--- config.mk ---
export PLATFORM = sky130hd
export DESIGN_NAME = optical_frontend_gain_led_regs
export DESIGN_NICKNAME = d
export VERILOG_FILES = /design/src/hw/optical_frontend_pkg.sv /design/src/hw/optical_frontend_gain_led_regs.sv
export SDC_FILE = /design/constraint.sdc
export NUM_CORES = 1
export LEC_CHECK = 0
export BUFFER_PORTS_ARGS = -buffer_cell sky130_fd_sc_hd__buf_2
export CELL_PAD_IN_SITES_DETAIL_PLACEMENT = 1
export CELL_PAD_IN_SITES_GLOBAL_PLACEMENT = 1
export CORE_UTILIZATION = 40
export CTS_CLUSTER_DIAMETER = 150
export DETAILED_ROUTE_END_ITERATION = 10
export PLACE_DENSITY_LB_ADDON = 0.05
export SLEW_MARGIN = 20
export SYNTH_ARGS = -nofsm -noshare
export SYNTH_HDL_FRONTEND = slang
export SYNTH_SLANG_ARGS = --single-unit
--- constraint.sdc ---
create_clock -name clk_in -period 3.4 [get_ports clk_in]
set_clock_uncertainty 0.15 [all_clocks]
set_input_delay 0.34 -clock clk_in [delete_from_list [all_inputs] [get_ports clk_in]]
set_output_delay 0.34 -clock clk_in [all_outputs]
set_load 0.01 [all_outputs]
--- src/hw/optical_frontend_pkg.sv ---
// constants, field layout and state types of the optical front end config registers
// assumes a host that writes whole 24-bit words through a parallel register port
// Functional notes
// The host keeps every bit of the factory gain register at zero and it drives nothing.
// Ambient cancel codes 0 to 10 select 0 to 10 uA in 1 uA steps; higher codes are unusable.
// Bit 14 low bypasses the second receive stage; high enables it at the programmed gain.
// Second stage gain codes 0 to 4 give gains 1, 1.5, 2, 3 and 4; codes 5 to 7 are unused.
// Each of the five feedback capacitor bits adds its own capacitor to a fixed base.
// The three feedback resistor bits pick one of eight settings, code 7 meaning no resistor.
// LED control bit 17 low keeps the 50 mA current source on, high switches it off.
// LED control bits 15:8 hold the first LED drive code, reset to zero.
// LED control bits 7:0 hold the second LED drive code, reset to zero.
// Each LED current is its code divided by 256 times the 50 mA full scale.
// Each config register reads back the last value written, reserved bits as written.
`default_nettype none
package optical_frontend_pkg;
    localparam int unsigned ADDR_W = 8;
    localparam int unsigned DATA_W = 24;
    localparam logic [7:0] FACTORY_GAIN_OFS = 8'h20;
    localparam logic [7:0] RX_CFG_OFS = 8'h21;
    localparam logic [7:0] LED_CFG_OFS = 8'h22;
    localparam logic [23:0] CFG_RESET = 24'h000000;
    localparam int unsigned AMB_LSB = 16;
    localparam int unsigned STG2_EN_BIT = 14;
    localparam int unsigned STG2_GAIN_LSB = 8;
    localparam int unsigned CAP_LSB = 3;
    localparam int unsigned RES_LSB = 0;
    localparam int unsigned LED_OFF_BIT = 17;
    localparam int unsigned FIRST_LED_LSB = 8;
    localparam int unsigned SECOND_LED_LSB = 0;
    localparam logic [3:0] AMB_MAX_CODE = 4'hA;
    localparam logic [2:0] GAIN_MAX_CODE = 3'h4;
    localparam logic [2:0] RES_NONE_CODE = 3'h7;
    localparam logic [3:0] GAIN_X2_UNITY = 4'h2;
    localparam logic [8:0] CAP_BASE_PF = 9'h005;
    localparam logic [8:0] CAP_BIT0_PF = 9'h005;
    localparam logic [8:0] CAP_BIT1_PF = 9'h00F;
    localparam logic [8:0] CAP_BIT2_PF = 9'h019;
    localparam logic [8:0] CAP_BIT3_PF = 9'h032;
    localparam logic [8:0] CAP_BIT4_PF = 9'h096;
    localparam int unsigned LED_FULL_SCALE_UA = 50000;
    localparam int unsigned LED_CODE_DIV = 256;

    typedef struct packed {
        logic [23:0] factory_gain_reserved;
        logic [23:0] receive_gain_ambient_cfg;
        logic [23:0] led_drive_cfg;
        logic [23:0] rdata;
        logic rvalid;
        logic [3:0] amb_ua;
        logic amb_bad;
        logic stg2_en;
        logic [3:0] stg2_gain_x2;
        logic stg2_gain_bad;
        logic [4:0] cap_sw;
        logic [8:0] cap_pf;
        logic [2:0] res_sel;
        logic [6:0] res_onehot;
        logic led_on;
        logic [7:0] first_led;
        logic [7:0] second_led;
        logic [15:0] first_led_ua;
        logic [15:0] second_led_ua;
    } state_s;

    // nominal drive in microamps, truncated
    function automatic logic [15:0] led_ua(input logic [7:0] code);
        logic [31:0] prod;
        prod = 32'(code) * 32'(LED_FULL_SCALE_UA) / 32'(LED_CODE_DIV);
        return prod[15:0];
    endfunction : led_ua
endpackage : optical_frontend_pkg
`default_nettype wire

--- src/hw/optical_frontend_gain_led_regs.sv ---
// config registers for the receive stage and LED drive, with decoded analog controls
// assumes a host port synchronous to clk_in; decoded outputs lag a write by one cycle
`default_nettype none
module optical_frontend_gain_led_regs
    import optical_frontend_pkg::*;
(
    input wire logic clk_in,
    input wire logic rst_in,
    input wire logic reg_wr_en_in,
    input wire logic reg_rd_en_in,
    input wire logic [7:0] reg_addr_in,
    input wire logic [23:0] reg_wdata_in,
    output logic [23:0] reg_rdata_out,
    output logic reg_rvalid_out,
    output logic [3:0] ambient_cancel_current_out,
    output logic ambient_code_bad_out,
    output logic second_stage_enable_out,
    output logic [3:0] second_stage_gain_x2_out,
    output logic second_stage_gain_bad_out,
    output logic [4:0] feedback_cap_select_out,
    output logic [8:0] feedback_cap_pf_out,
    output logic [2:0] feedback_res_select_out,
    output logic [6:0] feedback_res_onehot_out,
    output logic led_source_on_out,
    output logic [7:0] first_led_current_out,
    output logic [7:0] second_led_current_out,
    output logic [15:0] first_led_ua_out,
    output logic [15:0] second_led_ua_out
);
    state_s st_ff;
    state_s nxt_st;

    always_comb begin
        logic [3:0] amb;
        logic [2:0] gain;
        logic [4:0] cap;
        logic [2:0] res;
        nxt_st = st_ff;
        amb = st_ff.receive_gain_ambient_cfg[AMB_LSB +: 4];
        gain = st_ff.receive_gain_ambient_cfg[STG2_GAIN_LSB +: 3];
        cap = st_ff.receive_gain_ambient_cfg[CAP_LSB +: 5];
        res = st_ff.receive_gain_ambient_cfg[RES_LSB +: 3];
        if (reg_wr_en_in) begin
            case (reg_addr_in)
                FACTORY_GAIN_OFS: nxt_st.factory_gain_reserved = reg_wdata_in;
                RX_CFG_OFS: nxt_st.receive_gain_ambient_cfg = reg_wdata_in;
                LED_CFG_OFS: nxt_st.led_drive_cfg = reg_wdata_in;
                default: nxt_st.rdata = st_ff.rdata;
            endcase
        end
        // read returns the pre-write value when both strobes coincide
        nxt_st.rvalid = reg_rd_en_in;
        if (reg_rd_en_in) begin
            case (reg_addr_in)
                FACTORY_GAIN_OFS: nxt_st.rdata = st_ff.factory_gain_reserved;
                RX_CFG_OFS: nxt_st.rdata = st_ff.receive_gain_ambient_cfg;
                LED_CFG_OFS: nxt_st.rdata = st_ff.led_drive_cfg;
                default: nxt_st.rdata = CFG_RESET;
            endcase
        end
        // unusable codes clamp to the top step rather than reach the dac
        nxt_st.amb_bad = (amb > AMB_MAX_CODE);
        nxt_st.amb_ua = (amb > AMB_MAX_CODE) ? AMB_MAX_CODE : amb;
        nxt_st.stg2_en = st_ff.receive_gain_ambient_cfg[STG2_EN_BIT];
        nxt_st.stg2_gain_bad = nxt_st.stg2_en && (gain > GAIN_MAX_CODE);
        if (!nxt_st.stg2_en) begin
            nxt_st.stg2_gain_x2 = GAIN_X2_UNITY;
        end else begin
            case (gain)
                3'h0: nxt_st.stg2_gain_x2 = 4'h2;
                3'h1: nxt_st.stg2_gain_x2 = 4'h3;
                3'h2: nxt_st.stg2_gain_x2 = 4'h4;
                3'h3: nxt_st.stg2_gain_x2 = 4'h6;
                3'h4: nxt_st.stg2_gain_x2 = 4'h8;
                default: nxt_st.stg2_gain_x2 = GAIN_X2_UNITY;
            endcase
        end
        // switches are independent, so every one of the 32 patterns is legal
        nxt_st.cap_sw = cap;
        nxt_st.cap_pf = CAP_BASE_PF + (cap[0] ? CAP_BIT0_PF : 9'h000)
            + (cap[1] ? CAP_BIT1_PF : 9'h000) + (cap[2] ? CAP_BIT2_PF : 9'h000)
            + (cap[3] ? CAP_BIT3_PF : 9'h000) + (cap[4] ? CAP_BIT4_PF : 9'h000);
        nxt_st.res_sel = res;
        nxt_st.res_onehot = (res == RES_NONE_CODE) ? 7'h00 : 7'(8'h01 << res);
        nxt_st.led_on = !st_ff.led_drive_cfg[LED_OFF_BIT];
        nxt_st.first_led = st_ff.led_drive_cfg[FIRST_LED_LSB +: 8];
        nxt_st.second_led = st_ff.led_drive_cfg[SECOND_LED_LSB +: 8];
        // truncated microamps; the raw code goes out as well for the dac
        nxt_st.first_led_ua = led_ua(nxt_st.first_led);
        nxt_st.second_led_ua = led_ua(nxt_st.second_led);
    end

    always_ff @(posedge clk_in) begin
        if (rst_in) begin
            // decoded fields reset to what an all-zero config decodes to
            st_ff <= '0;
            st_ff.stg2_gain_x2 <= GAIN_X2_UNITY;
            st_ff.cap_pf <= CAP_BASE_PF;
            st_ff.res_onehot <= 7'h01;
            st_ff.led_on <= 1'b1;
        end else begin
            st_ff <= nxt_st;
        end
    end

    assign reg_rdata_out = st_ff.rdata;
    assign reg_rvalid_out = st_ff.rvalid;
    assign ambient_cancel_current_out = st_ff.amb_ua;
    assign ambient_code_bad_out = st_ff.amb_bad;
    assign second_stage_enable_out = st_ff.stg2_en;
    assign second_stage_gain_x2_out = st_ff.stg2_gain_x2;
    assign second_stage_gain_bad_out = st_ff.stg2_gain_bad;
    assign feedback_cap_select_out = st_ff.cap_sw;
    assign feedback_cap_pf_out = st_ff.cap_pf;
    assign feedback_res_select_out = st_ff.res_sel;
    assign feedback_res_onehot_out = st_ff.res_onehot;
    assign led_source_on_out = st_ff.led_on;
    assign first_led_current_out = st_ff.first_led;
    assign second_led_current_out = st_ff.second_led;
    assign first_led_ua_out = st_ff.first_led_ua;
    assign second_led_ua_out = st_ff.second_led_ua;
endmodule : optical_frontend_gain_led_regs
`default_nettype wire

==> metrics.md <==
| Metric | Value |
|---|---|
| CP Cell Sequence | `ha_4 > fa_1 > fa_1 > ha_4 > ha_4 > a21oi_2 > o211a_4 > nor2_4 > a221oi_2 > mux2_4` |
| Switching power total | `1.122 mW` |
| Worst Path Max Fanout | `4` |
| Final Cycle Share | `103.0%` |
| Fill cell count | `2836` |
| Top post-synthesis cells by area | `dfxtp_1, ha_1, buf_4` |
| Largest net degree at the start of global routing | `78` |
| Core ar. | `24460 um^2` |
| Max-cap viol count | `0` |
| Sequential area share after synthesis | `36.10%` |
| TritonCTS clock tree | `yes` |
| Unrepaired setup endpoints after global routing | `true` |
| Relative slew margins | `a little under a third` |
| Worst setup SP type | `flip-flop` |
| Total Routed Length | `29830 um` |
| Final core utilization | `51.40%` |
| Power Internal | `3.178 mW` |
| Final hold violations | `0` |
| Mean Syn Cell Area | `approximately 9.0 um^2` |
| DIE AREA | `25730 um^2` |
| HP Start | `reg_wdata_in[19]` |
| Initial antenna violation count | `1` |
| Net Sw Frac | `26.10%` |
| Number of synthesized register bits | `between 150 and 200` |
| Worst slew pin tran | `1.040 ns` |
| Peak supply drop | `approximately 0.00024 V` |
| Simple-gate share of the synthesized area | `15.87%` |
| Initial Utilization | `41.03%` |
| Worst R2R Start | `nxt_st[44]$_SDFFE_PP0P_` |
| WP data required | `3.59 ns` |
| Post-route ant nets | `0` |
| Syn Std Cell Area | `10040 um^2` |
| Area of the multi-input gates | `around 6000 um^2` |
| Post-Syn Nets | `1296` |
| Vias | `8322` |
| # port buffers | `144` |
| Fin worst setup slack | `-0.1014 ns` |
| Async set or reset register ratio after synthesis | `0%` |
| Site Rows | `57` |
| DRT Pass-1 Iters | `4` |
| CP arrival | `around 3.7 ns` |
| Post-synth top flop | `dfxtp_1` |
| Post-synthesis compound-gate area fraction | `14.58%` |
| Area leader, netlist | `dfxtp_1` |
| Leak Pwr | `5.826 nW` |
| H-Tree Level Count | `4` |
| Final Slew Violations | `0` |
| Worst path slowest cell | `fa_1` |
| Grt ovf | `0` |
| Clk_lat worst skew | `0.45 ns` |
| Post-synth cell types | `56` |
| Fin nets | `1442` |
| Clock share of power | `47.7%` |
| Die height | `~160 um` |
| Drt first-iter violations | `365` |
| Combinational Power Share | `under 10%` |
| Setup crit start | `nxt_st[44]$_SDFFE_PP0P_` |
| Global Route Usage Sum | `23.27%` |
| Failing checks | `negative setup slack` |
| Wire per inst | `18.62 um` |
| Clk buf depth | `2` |
| TritonCTS buffer count | `17` |
| Largest family of logic cells by synthesized area | `adder cells` |
| F_max | `0.2856 GHz` |
| I/O pins | `145` |
| Total area of sequential cells | `~3700 um^2` |
| Root buffer cell | `clkbuf_16` |
| Slowest stage delay, CP | `between 0.5 and 0.6 ns` |
| Synth cell count leaders | `nand2_1, dfxtp_1, ha_1` |
| DP Wirelength | `20640 um` |
| Pwr Density | `342.0 nW/um^2` |
| Status | `complete, but fails checks` |
| Antenna Cells | `0` |
| Clk slew on worst S/H paths | `0.08 ns` |
| Layout area overhead | `25.28%` |
| Adder-Cell Fraction of Synth Area | `19.67%` |
| Flop pwr share | `49.2%` |
| Top cell type's share of synthesized area | `36.10%` |
| Crit Path Class | `flip-flop to flip-flop` |
| Final setup fails | `11` |
| Vias in the first global route | `approximately 8.7k` |
| Most used cell, CP | `ha_4` |
| Pwr Total | `~4.3 mW` |
| First-pass GRT wire length | `46670 um` |
| Final TNS setup | `-0.5690 ns` |
| Syn. warnings | `0` |
| Share of cells above drive strength 1 | `33.10%` |
| Post-synthesis mux area share | `1.159%` |
| Type of the tightest min-delay check | `input pin to flip-flop` |
| CP endpoint kind | `flip-flop` |
| GP Congestion | `0.7964` |
| Synth Area in XOR/XNOR | `1.483%` |
| Period minus WS final | `3.501 ns` |
| Die X | `160.4 um` |
| Mapped Cells | `1119` |
| Avg Vias per Cell | `5.195` |
| Post-synth EDFFs | `0` |
| Min Hold Slack | `0.005233 ns` |
| Drc violations | `0` |
| Clk sinks | `181` |
| Top-count cell post-synth | `nand2_1` |
-- routing by layer --
layer	vias up	GRT usage (%)	wire (um)	share of wire, %
li1	4026	-	-	-
met1	4097	28.11	13120	44
met2	141	41.28	15060	50
met3	56	3.177	716	2.4
met4	2	9.697	909	3.0
met5	-	0	17	0.057
-- timing repair --
item / 4_1_cts / 5_1_grt
hold buffers: 6 / 0
resized for setup: 55 / 38
pin swaps: 44 / 33
endpoints found under the hold margin: 13 / 0
buffers inserted: 35 / 2
endpoints found under the setup margin: 17 / 22
-- cell families (layout without fill, tap and decap cells) --
kind of cell               after synthesis  in the layout
AOI/OAI and AO/OA                      236            236
DFF                                    181            181
and+or+nand+nor                        349            349
adders and majority gates              141            141
xor gates and xnor gates                17             17
buffers and inverters                  184            343
muxes                                   11             11
-- state kept, by name (all words and copies together), names as in the netlist --
signal and count:
st_ff 47, nxt_st 25, reg_rdata_out 24, first_led_ua_out 16, second_led_ua_out 16, feedback_cap_pf_out 9
first_led_current_out 8, second_led_current_out 8, feedback_res_onehot_out 7, feedback_cap_select_out 5, ambient_cancel_current_out 4, second_stage_gain_x2_out 4
feedback_res_select_out 3, ambient_code_bad_out 1, led_source_on_out 1, reg_rvalid_out 1, second_stage_enable_out 1, second_stage_gain_bad_out 1
-- worst paths after layout --
kind	slack, ns	cells past startpoint	end
worst max-delay path	-0.10	10	first_led_ua_out[10]$_SDFF_PP0_
worst min-delay path	0.005	3	st_ff[176]$_SDFFE_PP0P_
worst max register to register	-0.10	10	first_led_ua_out[10]$_SDFF_PP0_
worst min register to register	0.26	1	led_source_on_out$_SDFF_PP1_
-- through the flow --
| stage | setup slack, ns | instance area, um^2 | instances |
|---|---|---|---|
| 4_1_cts | -0.1118 | 12350 | 1601 |
| 2_1_floorplan | -0.01601 | 10250 | 1119 |
| 6_report | -0.1014 | 12570 | 1602 |
| 3_5_place_dp | -0.1798 | 11100 | 1528 |
| 5_1_grt | -0.1848 | 12570 | 1602 |
| 3_3_place_gp | -0.1429 | 11100 | 1528 |
-- power groups by stage --
| stage | registers [mW] | clock network, mW | logic (mW) |
|---|---|---|---|
| finish | 2.12 | 2.05 | 0.130 |
| global route | 2.12 | 2.17 | 0.141 |
| CTS | 2.12 | 2.09 | 0.130 |
| detailed placement | 2.17 | 0 | 0.122 |
| global placement | 2.17 | 0 | 0.122 |
| floorplan | 2.17 | 0 | 0.0570 |
-- worst max-delay path, delay by kind of cell (launching register included) --
family          cells  cell delay (ns)
fa+ha+maj           5             1.77
flops               1             0.38
simple gates        1             0.05
compound gates      3             0.70
mux                 1             0.32
-- final cells by class --
cell class / instances / area share, %
well taps: 324 / 3.224
repair buffers: 282 / 14.51
multi-input cells: 754 / 47.48
clock inverters: 14 / 1.373
clock buffers: 18 / 3.493
inverters: 29 / 0.8657
flip-flops and latches: 181 / 29.05
-- cell usage in the layout, fill, tap and decap left out, types with 11 or more instances in the layout --
cell / synthesis / final
a21oi_1: 105 / 97
a22o_1: 24 / 24
a22oi_1: 19 / 19
and3_1: 12 / 11
buf_2: 17 / 143
buf_4: 104 / 122
clkbuf_16: 0 / 17
dfxtp_1: 181 / 169
fa_1: 28 / 24
ha_1: 113 / 79
ha_4: 0 / 30
inv_1: 28 / 20
nand2_1: 196 / 195
nor2_1: 46 / 43
nor2b_1: 33 / 33
nor3_1: 14 / 11
o21ai_0: 37 / 33
No activity file was read; power rests on OpenSTA's default activity.
